`config.mk`:
```
export PLATFORM = sky130hd
export DESIGN_NAME = dpa_host
export DESIGN_NICKNAME = d
export VERILOG_FILES = /design/src/logic/dpa_pkg.sv /design/src/logic/dpa_host.sv
export SDC_FILE = /design/constraint.sdc
export NUM_CORES = 1
export LEC_CHECK = 0
export ABC_AREA = 1
export ABC_CLOCK_PERIOD_IN_PS = 1900
export BUFFER_PORTS_ARGS = -buffer_cell sky130_fd_sc_hd__buf_2
export CORE_MARGIN = 8
export CORE_UTILIZATION = 45
export CTS_CLUSTER_DIAMETER = 60
export DETAILED_ROUTE_END_ITERATION = 8
export GPL_TIMING_DRIVEN = 0
export PLACE_DENSITY = 0.8
export RECOVER_POWER = 50
export SYNTH_ARGS = -nofsm -noshare
export SYNTH_HDL_FRONTEND = slang
export SYNTH_SLANG_ARGS = --single-unit
```
`constraint.sdc`:
```
create_clock -name clk_sys_in -period 1.9 [get_ports clk_sys_in]
set_input_delay 0.095 -clock clk_sys_in [delete_from_list [all_inputs] [get_ports clk_sys_in]]
set_output_delay 0.095 -clock clk_sys_in [all_outputs]
set_load 0.01 [all_outputs]
```
`src/logic/dpa_pkg.sv`:
```
// constants for the host-side port controller of the two-port memory
// assumes a 250 MHz system clock; timing figures are in ns
package dpa_pkg;

    // ------------------------------------------------------------
    // widths
    // ------------------------------------------------------------
    localparam int ADDR_W      = 13;                 // 8K locations
    localparam int DATA_W      = 8;                  // byte wide
    localparam int TOKEN_CNT   = 8;                  // token latches
    localparam int TOKEN_IDX_W = 3;                  // latch select bits
    localparam int CNT_W       = 8;                  // wait counter width

    // ------------------------------------------------------------
    // timing, in ns, and derived cycle counts
    // ------------------------------------------------------------
    localparam int CLK_PERIOD_NS = 4;
    localparam int T_ACCESS_NS   = 55;               // array access delay
    localparam int T_FLOW_NS     = 30;               // port-to-port flow-through
    localparam int T_WPULSE_NS   = 20;               // write strobe low time
    localparam int T_SETTLE_NS   = 15;               // contention flag settle
    localparam int T_GAP_NS      = 20;               // strobe-high gap after access

    // least time rounded up to whole cycles, never below one
    function automatic int cyc_min(input int ns);
        int c;
        c = (ns + CLK_PERIOD_NS - 1) / CLK_PERIOD_NS;
        return (c < 1) ? 1 : c;
    endfunction

    // two extra cycles cover the data-bus synchroniser
    localparam logic [CNT_W-1:0] READ_CYC   = CNT_W'(cyc_min(T_ACCESS_NS + T_FLOW_NS) + 2);
    localparam logic [CNT_W-1:0] WPULSE_CYC = CNT_W'(cyc_min(T_WPULSE_NS));
    localparam logic [CNT_W-1:0] SETTLE_CYC = CNT_W'(cyc_min(T_SETTLE_NS));
    localparam logic [CNT_W-1:0] GAP_CYC    = CNT_W'(cyc_min(T_GAP_NS));

    // ------------------------------------------------------------
    // reset values and commands
    // ------------------------------------------------------------
    localparam logic [ADDR_W-1:0] ADDR_RST     = 13'h0000;
    localparam logic [DATA_W-1:0] TOKEN_FREE   = 8'hff;  // release / free value
    localparam logic [DATA_W-1:0] DATA_RST     = 8'h00;
    localparam logic [TOKEN_IDX_W-1:0] TOK_LAST = 3'h7;

    typedef enum logic [1:0] {
        DPA_OP_READ      = 2'h0,
        DPA_OP_WRITE     = 2'h1,
        DPA_OP_TOK_READ  = 2'h2,
        DPA_OP_TOK_WRITE = 2'h3
    } dpa_op_t;

    typedef enum logic [2:0] {
        DPA_ST_IDLE    = 3'h0,
        DPA_ST_SETUP   = 3'h1,
        DPA_ST_ACTIVE  = 3'h3,
        DPA_ST_RECOVER = 3'h2
    } dpa_state_t;

endpackage

```
`src/logic/dpa_host.sv`:
```
// host controller driving one port of the two-port memory by its pins
// assumes the pins are asynchronous to clk_sys_in; the bench resolves the data wire
`timescale 1ns/1ps

module dpa_host (
    input  wire logic                        clk_sys_in,        // system clock
    input  wire logic                        sys_rst_in,        // sync reset, high
    input  wire logic                        role_master_in,    // strap value for role pin
    input  wire logic                        cmd_valid_in,      // command offered
    input  wire logic [1:0]                  cmd_op_in,         // dpa_op_t code
    input  wire logic [dpa_pkg::ADDR_W-1:0]  cmd_addr_in,       // address or token index
    input  wire logic [dpa_pkg::DATA_W-1:0]  cmd_wdata_in,      // write data
    output logic                             cmd_ready_out,     // command taken when high
    output logic                             rsp_valid_out,     // one-cycle done pulse
    output logic [dpa_pkg::DATA_W-1:0]       rsp_data_out,      // read result
    output logic                             contention_out,    // one-cycle retry pulse
    output logic                             mbox_pending_out,  // mailbox flag seen low
    output logic                             init_busy_out,     // token start-up running
    output logic [dpa_pkg::ADDR_W-1:0]       addr_out,          // address pins
    output logic                             array_select_n_out,       // array select
    output logic                             token_latch_select_n_out, // token select
    output logic                             output_drive_n_out,       // output drive
    output logic                             write_strobe_n_out,       // write strobe
    output logic                             role_select_out,          // master/slave pin
    input  wire logic [dpa_pkg::DATA_W-1:0]  data_in,           // data pins sensed
    output logic [dpa_pkg::DATA_W-1:0]       data_out,          // data pins driven
    output logic                             data_oe_out,       // high while driving
    input  wire logic                        contention_flag_n_in, // contention flag pin
    input  wire logic                        mailbox_flag_n_in     // mailbox flag pin
);

    // ------------------------------------------------------------
    // pin synchronisers
    // ------------------------------------------------------------
    logic [dpa_pkg::DATA_W-1:0] data_s1_reg;
    logic [dpa_pkg::DATA_W-1:0] data_s2_reg;
    logic                       busy_s1_reg;
    logic                       busy_s2_reg;
    logic                       mbox_s1_reg;
    logic                       mbox_s2_reg;

    // two flops on every asynchronous pin
    always_ff @(posedge clk_sys_in) begin
        if (sys_rst_in) begin
            data_s1_reg <= dpa_pkg::DATA_RST;
            data_s2_reg <= dpa_pkg::DATA_RST;
            busy_s1_reg <= 1'b1;
            busy_s2_reg <= 1'b1;
            mbox_s1_reg <= 1'b1;
            mbox_s2_reg <= 1'b1;
        end else begin
            data_s1_reg <= data_in;
            data_s2_reg <= data_s1_reg;
            busy_s1_reg <= contention_flag_n_in;
            busy_s2_reg <= busy_s1_reg;
            mbox_s1_reg <= mailbox_flag_n_in;
            mbox_s2_reg <= mbox_s1_reg;
        end
    end

    // ------------------------------------------------------------
    // access sequencer
    // ------------------------------------------------------------
    dpa_pkg::dpa_state_t             state_reg,   state_next;
    logic [dpa_pkg::CNT_W-1:0]       cnt_reg,     cnt_next;
    logic [1:0]                      op_reg,      op_next;
    logic                            init_reg,    init_next;
    logic [dpa_pkg::TOKEN_IDX_W-1:0] tok_reg,     tok_next;
    logic [dpa_pkg::ADDR_W-1:0]      addr_reg,    addr_next;
    logic [dpa_pkg::DATA_W-1:0]      dout_reg,    dout_next;
    logic                            doe_reg,     doe_next;
    logic                            ce_n_reg,    ce_n_next;
    logic                            sem_n_reg,   sem_n_next;
    logic                            oe_n_reg,    oe_n_next;
    logic                            we_n_reg,    we_n_next;
    logic [dpa_pkg::DATA_W-1:0]      rdata_reg,   rdata_next;
    logic                            rsp_reg,     rsp_next;
    logic                            cont_reg,    cont_next;
    logic                            ready_reg,   ready_next;
    logic                            mbox_reg;
    logic                            role_reg;
    logic                            is_token;
    logic                            is_write;

    assign is_token = op_reg[1];
    assign is_write = op_reg[0];

    // next-state and pin values
    always_comb begin
        state_next = state_reg;
        cnt_next   = cnt_reg;
        op_next    = op_reg;
        init_next  = init_reg;
        tok_next   = tok_reg;
        addr_next  = addr_reg;
        dout_next  = dout_reg;
        doe_next   = doe_reg;
        ce_n_next  = ce_n_reg;
        sem_n_next = sem_n_reg;
        oe_n_next  = oe_n_reg;
        we_n_next  = we_n_reg;
        rdata_next = rdata_reg;
        rsp_next   = 1'b0;
        cont_next  = 1'b0;
        case (state_reg)
            dpa_pkg::DPA_ST_IDLE: begin
                if (init_reg) begin
                    op_next    = dpa_pkg::DPA_OP_TOK_WRITE;
                    addr_next  = {{(dpa_pkg::ADDR_W-dpa_pkg::TOKEN_IDX_W){1'b0}}, tok_reg};
                    dout_next  = dpa_pkg::TOKEN_FREE;
                    cnt_next   = dpa_pkg::SETTLE_CYC;
                    state_next = dpa_pkg::DPA_ST_SETUP;
                end else if (cmd_valid_in && ready_reg) begin
                    op_next    = cmd_op_in;
                    addr_next  = cmd_addr_in;
                    dout_next  = cmd_wdata_in;
                    cnt_next   = dpa_pkg::SETTLE_CYC;
                    state_next = dpa_pkg::DPA_ST_SETUP;
                end
            end
            dpa_pkg::DPA_ST_SETUP: begin
                // one select only: array or token, never both
                ce_n_next  = is_token;
                sem_n_next = ~is_token;
                doe_next   = is_write;
                if (cnt_reg > 1) begin
                    cnt_next = cnt_reg - 1'b1;
                end else if (is_token || busy_s2_reg) begin
                    we_n_next  = ~is_write;
                    oe_n_next  = is_write;
                    cnt_next   = is_write ? dpa_pkg::WPULSE_CYC : dpa_pkg::READ_CYC;
                    state_next = dpa_pkg::DPA_ST_ACTIVE;
                end
            end
            dpa_pkg::DPA_ST_ACTIVE: begin
                if (!is_token && !busy_s2_reg) begin
                    // lost arbitration: drop strobes and retry the access
                    we_n_next  = 1'b1;
                    oe_n_next  = 1'b1;
                    cont_next  = 1'b1;
                    cnt_next   = dpa_pkg::SETTLE_CYC;
                    state_next = dpa_pkg::DPA_ST_SETUP;
                end else if (cnt_reg > 1) begin
                    cnt_next = cnt_reg - 1'b1;
                end else begin
                    // strobe rises while data still driven
                    we_n_next  = 1'b1;
                    oe_n_next  = 1'b1;
                    if (!is_write) begin
                        // token value sits on bit 0; copied to all lines
                        rdata_next = is_token ? {dpa_pkg::DATA_W{data_s2_reg[0]}}
                                              : data_s2_reg;
                    end
                    cnt_next   = dpa_pkg::GAP_CYC;
                    state_next = dpa_pkg::DPA_ST_RECOVER;
                end
            end
            dpa_pkg::DPA_ST_RECOVER: begin
                // both selects high powers the port down
                ce_n_next  = 1'b1;
                sem_n_next = 1'b1;
                doe_next   = 1'b0;
                if (cnt_reg > 1) begin
                    cnt_next = cnt_reg - 1'b1;
                end else begin
                    state_next = dpa_pkg::DPA_ST_IDLE;
                    if (init_reg) begin
                        tok_next  = tok_reg + 1'b1;
                        init_next = (tok_reg != dpa_pkg::TOK_LAST);
                    end else begin
                        rsp_next = 1'b1;
                    end
                end
            end
            default: begin
                state_next = dpa_pkg::DPA_ST_IDLE;
            end
        endcase
        ready_next = (state_next == dpa_pkg::DPA_ST_IDLE) && !init_next && !rsp_next;
    end

    // sequencer registers
    always_ff @(posedge clk_sys_in) begin
        if (sys_rst_in) begin
            state_reg <= dpa_pkg::DPA_ST_IDLE;
            cnt_reg   <= '0;
            op_reg    <= dpa_pkg::DPA_OP_READ;
            init_reg  <= 1'b1;
            tok_reg   <= '0;
            addr_reg  <= dpa_pkg::ADDR_RST;
            dout_reg  <= dpa_pkg::DATA_RST;
            doe_reg   <= 1'b0;
            ce_n_reg  <= 1'b1;
            sem_n_reg <= 1'b1;
            oe_n_reg  <= 1'b1;
            we_n_reg  <= 1'b1;
            rdata_reg <= dpa_pkg::DATA_RST;
            rsp_reg   <= 1'b0;
            cont_reg  <= 1'b0;
            ready_reg <= 1'b0;
            mbox_reg  <= 1'b0;
            role_reg  <= 1'b1;
        end else begin
            state_reg <= state_next;
            cnt_reg   <= cnt_next;
            op_reg    <= op_next;
            init_reg  <= init_next;
            tok_reg   <= tok_next;
            addr_reg  <= addr_next;
            dout_reg  <= dout_next;
            doe_reg   <= doe_next;
            ce_n_reg  <= ce_n_next;
            sem_n_reg <= sem_n_next;
            oe_n_reg  <= oe_n_next;
            we_n_reg  <= we_n_next;
            rdata_reg <= rdata_next;
            rsp_reg   <= rsp_next;
            cont_reg  <= cont_next;
            ready_reg <= ready_next;
            mbox_reg  <= ~mbox_s2_reg;
            role_reg  <= role_master_in;
        end
    end

    // ------------------------------------------------------------
    // outputs, all straight from flops
    // ------------------------------------------------------------
    assign cmd_ready_out            = ready_reg;
    assign rsp_valid_out            = rsp_reg;
    assign rsp_data_out             = rdata_reg;
    assign contention_out           = cont_reg;
    assign mbox_pending_out         = mbox_reg;
    assign init_busy_out            = init_reg;
    assign addr_out                 = addr_reg;
    assign array_select_n_out       = ce_n_reg;
    assign token_latch_select_n_out = sem_n_reg;
    assign output_drive_n_out       = oe_n_reg;
    assign write_strobe_n_out       = we_n_reg;
    assign role_select_out          = role_reg;
    assign data_out                 = dout_reg;
    assign data_oe_out              = doe_reg;

endmodule

```
; After elaboration in Yosys (flattened, before gate mapping)
; Index checks and enable logic that the tools add are counted.
[totals]
reg_bits = 76
elab_cells = 106
[op_classes]
addsub = 2
magnitude_cmp = 1
eq_ne = 10
muxes = 42
bitwise = 6
reduce_logical = 21
[ops]
columns = operator, count
row1 = 8-bit two-way mux, 10
row2 = 8-bit one-hot mux with 4 select lines, 1
row3 = 13-bit two-way mux, 2
row4 = 3-bit two-way mux, 7
row5 = 1-bit two-way mux, 13
row6 = "3-bit inequality test, second input constant", 4
row7 = 3-bit one-hot mux with 4 select lines, 1
row8 = 4-bit AND reduction, 3
row9 = 1-bit one-hot mux with 2 select lines, 5
row10 = "8-bit by 1-bit > comparator with 1-bit output, second input constant", 1
row11 = "8-bit by 1-bit subtractor with 8-bit output, second input constant", 1
row12 = "3-bit by 2-bit equality test with 1-bit output, second input constant", 2
row13 = 3-bit logical NOT, 2
row14 = "2-bit inequality test, second input constant", 3
row15 = 1-bit inverter, 6
row16 = 2-bit nonzero test, 3
row17 = 5-bit two-way mux, 1
row18 = 1-bit logical AND, 4
row19 = 1-bit logical NOT, 4
row20 = 2-bit two-way mux, 2
row21 = 4-bit nonzero test, 1
row22 = "3-bit by 1-bit adder with 3-bit output, second input constant", 1
row23 = "3-bit by 1-bit equality test with 1-bit output, second input constant", 1
row24 = 3-bit AND reduction, 1
row25 = other kinds (3), 3

; Depth between registers and ports, before layout
; Gate-level depths: netlist (run 1).
[depth]
depth_word = 7
depth_mapped = 11
ltp_nobuf = 11

; Worst setup path after synthesis (run 1)
; OpenSTA, ideal clock, no wires.
[synth_path]
path_kind = register to register
startpoint = register cnt_reg[0] (netlist name)
endpoint = register cnt_reg[5] (netlist name)
setup_ps = 115
arrival_time_ps = 1547
setup_slack_ps = 238
path_stages_with_launch = 11
path_buffers = 0
synth_period_minus_slack_ps = 1662
cell_sequence = dfxtp_1 > inv_1 > ha_1 > o21ai_2 > nor2_8 > nand2_4 > nand2_4 > nor2_8 > inv_8 > a21oi_1 > nor2_1
[synth_via]
elab_chain_cells = 4
elab_cells_between_ends = 10
[synth_lines]
columns = element, line
row1 = "start, declared", dpa_host.sv:65  ; logic [dpa_pkg::CNT_W-1:0] cnt_reg, cnt_next;
row2 = "start signal, assigned", dpa_host.sv:205  ; cnt_reg <= cnt_next;
row3 = 8-bit by 1-bit subtractor with 8-bit output / 8-bit by 1-bit > comparator with 1-bit output (equally long branches), -
row4 = 8-bit two-way mux, dpa_host.sv:143  ; end else if (cnt_reg > 1) begin
row5 = 8-bit two-way mux, dpa_host.sv:136  ; if (!is_token && !busy_s2_reg) begin
row6 = 8-bit one-hot mux with 4 select lines, dpa_host.sv:105  ; case (state_reg)
; Parallel ways exist; a longest one is shown, timed or not. The select of a mux whose other input is x is not followed.
; A chain may end at the register's enable or synchronous reset.

; Final worst setup path (run 1)
[layout_path]
startpoint = register cnt_reg[1] (netlist name)
endpoint = register cnt_reg[1] (netlist name)
; The elaborated chain is that of the path after synthesis.

==> flow_metrics.env, run 1 <==
export IMPL_path_max_fanout=10
export IMPL_drcViolationCount=0
export IMPL_average_cell_area_after_synthesis_um2=7.78
export IMPL_synth_top_cells_by_area="sky130_fd_sc_hd__dfxtp_1 47%, sky130_fd_sc_hd__nand2_1 9.3%, sky130_fd_sc_hd__inv_1 5.3%"
export IMPL_synth_top_cell_by_area="sky130_fd_sc_hd__dfxtp_1"
export IMPL_ff_latch_area_um2=1520
export IMPL_post_dp_hpwl_um=5820
export IMPL_final_setup_skew_ns=0.00921
export IMPL_yosys_register_bits=76
export IMPL_rr_endpoint="cnt_reg[1]"
export IMPL_synth_yosys_warnings=0
export IMPL_drive_above_1_share=0.205
export IMPL_io_pins=77
export IMPL_netlist_area_um2=3230
export IMPL_tns_ns=0
export IMPL_max_freq_ghz=0.576
export IMPL_path_clk_slew_ns=0.08
export IMPL_synthCells=415
export IMPL_finish_net_count=564
export IMPL_worst_path_max_delay_cell="sky130_fd_sc_hd__dfxtp_1"
export IMPL_detailed_route_wire_length_per_cell_um=13.4
export IMPL_multi_input_comb_area_um2=1440
export IMPL_grt_setup_unrepaired="no"
export IMPL_placeableCoreArea_um2=7100
export IMPL_first_global_vias=2974
export IMPL_timing_max_transition_violations_final=0
export IMPL_chip_height_um=101
export IMPL_timing_critical_path_to_type="flop"
export IMPL_grt_overflow_total=0
export IMPL_timing_rr_start="cnt_reg[1]"
export IMPL_worst_hold_path_type="in2reg"
export IMPL_design_die_area_um2=10100
export IMPL_grt_antenna_before_repair=0
export IMPL_grt_start_max_net_pins=14
export IMPL_first_pass_iters=5
export IMPL_synth_largest_type_area_fraction=0.471
export IMPL_clock_sinks=76
export IMPL_numPlacedInstances=590
export IMPL_final_hold_viol_count=0
export IMPL_power_density_cell_area_nw_per_um2=792
export IMPL_wire_length_of_the_first_global_routing_pass_um=13400
export IMPL_status="finished clean"
export IMPL_worstSetupStartpointType="flop"
export IMPL_worst_slew_pin_tran_ns=0.672
export IMPL_critPathMaxStageDelay_ns=0.33
export IMPL_row_count=31
export IMPL_filler_cell_count_in_the_final_layout=643
export IMPL_portBuffers=76
export IMPL_largest_register_ff_count=13
export IMPL_ctsRootBufferMaster="sky130_fd_sc_hd__clkbuf_8"
export IMPL_totalWireLength_um=8400
export IMPL_r2r_slack_ns=0.16
export IMPL_die_width_um=101
export IMPL_cpMostUsedCell="sky130_fd_sc_hd__nor2_1"
export IMPL_netlist_cell_type_count=39
export IMPL_timing_slew_headroom=0.552
export IMPL_vdd_ir_drop_max_mv=0.595
export IMPL_grtUsageTotal=0.166
export IMPL_clock_insertion_delay_worst_skew_ns=0.35
export IMPL_r2r_cells=9
export IMPL_maximum_clock_insertion_buffer_count=2
export IMPL_area_growth_syn_to_fin_pct=26.5
export IMPL_leading_cell_types_in_the_layout_fill_and_taps_excluded="80 x sky130_fd_sc_hd__nand2_1, 76 x sky130_fd_sc_hd__dfxtp_1, 46 x sky130_fd_sc_hd__clkbuf_1"
export IMPL_worst_ep_arrival_time_ns=1.95
export IMPL_routabilityCongestion=0.924
export IMPL_vias_per_cell=4.91
export IMPL_drt_iter0_markers=196
export IMPL_synth_yosys_seq_area_share=0.471
export IMPL_max_cap_violations=0
export IMPL_period_needed_ns=1.74
export IMPL_tritoncts="built"
export IMPL_start_point_of_the_critical_path="cnt_reg[1]"
export IMPL_final_min_period_over_clock_period=0.914
export IMPL_antenna_cells_inserted=0
export IMPL_setup_violating_endpoint_count_in_the_final_report=0
export IMPL_cts_buffers_inserted=9
export IMPL_route_vias_total=3080
export IMPL_crit_path_cell_trace="inv_1 > ha_1 > nor2_1 > nor2_1 > nand2_4 > nand2_1 > nand3_1 > nand3b_1 > a21oi_2"
export IMPL_worstSetupEndpoint="cnt_reg[1]"
export IMPL_drt_antenna_violating_nets=0
export IMPL_p_leak_nw=1.76
export IMPL_critPathRequiredTime_ns=2.11
export IMPL_synth_net_count=456
export IMPL_final_common_cell="sky130_fd_sc_hd__nand2_1"
export IMPL_cts_htree_levels=3
export IMPL_final_cells=627
export IMPL_initial_utilization=0.455
export IMPL_worstSetupPathType="reg2reg"
[where the power goes]
group	switching, W	total [W]	leakage, nW	internal (W)
sequential	0.0000384	0.00169	0.622	0.00165
combinational	0.000279	0.000456	1.06	0.000177
clock	0.000610	0.00109	0.0799	0.000479
total	0.000927	0.00324	1.76	0.00231
[metrics by stage]
| stage | area, um^2 | setup WS (ns) | power (W) | util | hold slack [ns] |
|---|---|---|---|---|---|
| finish | 4090 | 0.163 | 0.00324 | 0.576 | 0.00588 |
| global route | 4090 | 0.0361 | 0.00338 | 0.576 | 0.00695 |
| CTS | 4110 | 0.0416 | 0.00324 | 0.579 | 0.00272 |
| detailed placement | 3730 | 0.0540 | 0.00214 | 0.526 | 0.282 |
| global placement | 3730 | 0.0840 | 0.00213 | 0.526 | 0.280 |
| floorplan | 3230 | 0.238 | 0.00201 | - | 0.199 |
[synth_stat cells, drive strengths merged]
cell and instances:
conb 1, inv 52, or2 5, clkbuf 6, a21oi 35, nand2 93, o21ai 29, nand4 2
buf 9, nor3 13, a211oi 2, xor2 1, o311ai 1, ha 4, o22ai 2, dfxtp 76
clkinv 1, nand3 24, nand3b 2, xnor2 1, a31oi 5, nor2 51
[metal layers]
layer / track usage / wire, um / share of wire / vias up
met5: 0 / 0 / 0 / -
met4: 0.0977 / 261 / 0.031 / 0
met3: 0.0546 / 759 / 0.090 / 24
met2: 0.274 / 3910 / 0.47 / 132
met1: 0.182 / 3470 / 0.41 / 1387
li1: - / - / - / 1537
[final cells by class]
class / count / area share
Sequential cell: 76 / 0.372
Multi-Input combinational cell: 271 / 0.352
Timing Repair Buffer: 97 / 0.133
Inverter: 53 / 0.0511
Clock buffer: 11 / 0.0321
Tap cell: 99 / 0.0303
Buffer: 15 / 0.0196
Clock inverter: 5 / 0.00919
[worst min-delay path by stage]
stage / startpoint / end / slack [ns] / depth (start not counted)
final: cmd_addr_in[10] / addr_out[10] / 0.006 / 3
after global placement: mailbox_flag_n_in / mbox_s1_reg / 0.28 / 2
after global routing: cmd_addr_in[5] / addr_out[5] / 0.007 / 3
after CTS: cmd_addr_in[12] / addr_out[12] / 0.003 / 3
after detailed placement: role_master_in / role_select_out / 0.28 / 2
after floorplan: contention_flag_n_in / busy_s1_reg / 0.20 / 1
[repair_timing]
item	4_1_cts	5_1_grt
hold buffers	21	0
setup buffers	0	0
endpoints found under the setup margin	0	10
endpoints found under the hold margin	21	0
gates resized for setup	0	4
[worst max-delay path: cells and delay by family (launching register included)]
family                   cells  cell delay, ns
flip-flops                   1            0.33
AND/OR/NAND/NOR              6            0.89
AO/OA/AOI/OAI                1            0.06
buffers and inverters        1            0.11
adder cells (fa/ha/maj)      1            0.23
[logic make-up after synthesis]
family,after synthesis,share of synthesized area
buf+inv,68,0.0895
other cells,1,0.00116
xor+xnor,2,0.00543
fa+ha+maj,4,0.0155
flops,76,0.471
simple gates,190,0.284
compound gates,74,0.133
No activity file was read; power rests on OpenSTA's default activity.
==> run 2: changes to the inputs <==
--- a/config.mk
+++ b/config.mk
@@ -6,7 +6,6 @@
 export NUM_CORES = 1
 export LEC_CHECK = 0
 export ABC_AREA = 1
-export ABC_CLOCK_PERIOD_IN_PS = 1900
 export BUFFER_PORTS_ARGS = -buffer_cell sky130_fd_sc_hd__buf_2
 export CORE_MARGIN = 8
 export CORE_UTILIZATION = 45
==> constraint.sdc (replaced) <==
create_clock -name clk_sys_in -period 1.9 [get_ports clk_sys_in]
set_input_delay 0.285 -clock clk_sys_in [delete_from_list [all_inputs] [get_ports clk_sys_in]]
set_output_delay 0.285 -clock clk_sys_in [all_outputs]
set_load 0.01 [all_outputs]
==> run 2 against run 1 <==
Global-route usage decreased by 1.0 points. Worst hold slack improved by 0.11 ns. Design area down 5.1%. Sequential power hardly changed. Critical path type unchanged. Largest power group unchanged.
==> flow_metrics.env, run 2 (synthesis gave the netlist of run 1 again) <==
export IMPL_post_dp_hpwl_um=5820
export IMPL_critPathMaxStageDelay_ns=0.33
export IMPL_die_width_um=101
export IMPL_worst_path_max_delay_cell="sky130_fd_sc_hd__dfxtp_1"
export IMPL_chip_height_um=101
export IMPL_largest_register_ff_count=13
export IMPL_r2r_cells=11
export IMPL_design_die_area_um2=10100
export IMPL_worstSetupStartpointType="flop"
export IMPL_max_freq_ghz=0.573
export IMPL_vdd_ir_drop_max_mv=0.584
export IMPL_finish_net_count=543
export IMPL_grt_setup_unrepaired="no"
export IMPL_drive_above_1_share=0.215
export IMPL_whs_path_depth=2
export IMPL_drt_antenna_violating_nets=0
export IMPL_path_clk_slew_ns=0.08
export IMPL_totalWireLength_um=7810
export IMPL_status="finished clean"
export IMPL_setup_violating_endpoint_count_in_the_final_report=0
export IMPL_first_global_vias=2799
export IMPL_timing_slew_headroom=0.598
export IMPL_grt_overflow_total=0
export IMPL_io_pins=77
export IMPL_timing_max_transition_violations_final=0
export IMPL_worst_ep_arrival_time_ns=2.00
export IMPL_cts_htree_levels=3
export IMPL_final_min_period_over_clock_period=0.918
export IMPL_timing_critical_path_to_type="flop"
export IMPL_clock_insertion_delay_worst_skew_ns=0.35
export IMPL_grt_antenna_before_repair=0
export IMPL_routabilityCongestion=0.924
export IMPL_final_setup_skew_ns=0.00636
export IMPL_worst_hold_path_type="in2reg"
export IMPL_power_density_cell_area_nw_per_um2=821
export IMPL_drcViolationCount=0
export IMPL_final_hold_viol_count=0
export IMPL_crit_path_cell_trace="inv_1 > ha_1 > nor2_1 > nor2_1 > nand2_4 > nand2_1 > nand3_1 > nand2_1 > nand2_1 > nand2_1 > nor2_1"
export IMPL_grtUsageTotal=0.156
export IMPL_p_leak_nw=1.68
export IMPL_portBuffers=76
export IMPL_row_count=31
export IMPL_cts_hold_buffers_added=0
export IMPL_worstSetupPathType="reg2reg"
export IMPL_ctsRootBufferMaster="sky130_fd_sc_hd__clkbuf_8"
export IMPL_clock_sinks=76
export IMPL_antenna_cells_inserted=0
export IMPL_final_common_cell="sky130_fd_sc_hd__nand2_1"
export IMPL_maximum_clock_insertion_buffer_count=2
export IMPL_report_power_total_w=0.00319
export IMPL_path_max_fanout=10
export IMPL_area_growth_syn_to_fin_pct=20.1
export IMPL_drt_iter0_markers=192
export IMPL_post_cts_resized_instances=0
export IMPL_worst_slew_pin_tran_ns=0.603
export IMPL_initial_utilization=0.455
export IMPL_tns_ns=0
export IMPL_post_cts_buffers=0
export IMPL_detailed_route_wire_length_per_cell_um=12.9
export IMPL_cpMostUsedCell="sky130_fd_sc_hd__nand2_1"
export IMPL_vias_per_cell=4.84
export IMPL_placeableCoreArea_um2=7100
export IMPL_cts_buffers_inserted=9
export IMPL_max_cap_violations=0
export IMPL_route_vias_total=2932
export IMPL_leading_cell_types_in_the_layout_fill_and_taps_excluded="80 x sky130_fd_sc_hd__nand2_1, 76 x sky130_fd_sc_hd__dfxtp_1, 45 x sky130_fd_sc_hd__inv_1, 45 x sky130_fd_sc_hd__clkbuf_1, 44 x sky130_fd_sc_hd__buf_2"
export IMPL_critPathRequiredTime_ns=2.15
export IMPL_period_needed_ns=1.74
export IMPL_grt_start_max_net_pins=14
export IMPL_tritoncts="built"
export IMPL_wire_length_of_the_first_global_routing_pass_um=12500
export IMPL_first_pass_iters=4
## run 2: worst max-delay path, delay by kind of cell (launching register included)
kind	cells	cell delay, ns
simple gates	9	0.96
flops	1	0.33
fa+ha+maj	1	0.23
buf+inv	1	0.11
## run 2: final timing paths
check                 start               end  slack [ns]
max              cnt_reg[1]        cnt_reg[7]        0.16
min          role_master_in   role_select_out        0.12
max reg2reg      cnt_reg[1]        cnt_reg[7]        0.16
min reg2reg     mbox_s2_reg  mbox_pending_out        0.39
## run 2: layout make-up
| class | instances | area [um^2] |
|---|---|---|
| clock buffers | 11 | 131 |
| well taps | 99 | 124 |
| flip-flops and latches | 76 | 1520 |
| fillers | 681 | 3220 |
| clock inverters | 5 | 37.5 |
| inverters | 53 | 209 |
| repair buffers | 76 | 335 |
| multi-input cells | 271 | 1440 |
| plain buffers | 15 | 80.1 |
## run 2: stage by stage
stage                     instance area [um^2]  worst slack (ns)  hold WS, ns  instances   util
after floorplan                           3230             0.238        0.368        415      -
after detailed placement                  3730            0.0540        0.389        590  0.526
after global routing                      3880            0.0362        0.105        606  0.546
final                                     3880             0.155        0.116        606  0.546
after CTS                                 3900            0.0416        0.107        606  0.550
after global placement                    3730            0.0840        0.380        590  0.526
## run 2: report_power, final
part	internal, W	leakage, nW	switching (W)	total [W]
clock	0.000479	0.0799	0.000596	0.00108
sequential	0.00165	0.622	0.0000380	0.00169
combinational	0.000149	0.975	0.000268	0.000417
total	0.00228	1.68	0.000902	0.00319
## run 2: routing by layer
| metal | global-route usage | vias up | share of wire |
|---|---|---|---|
| li1 | - | 1499 | - |
| met1 | 0.177 | 1316 | 0.43 |
| met2 | 0.255 | 101 | 0.46 |
| met3 | 0.0511 | 16 | 0.087 |
| met4 | 0.0779 | 0 | 0.022 |
| met5 | 0 | - | 0 |
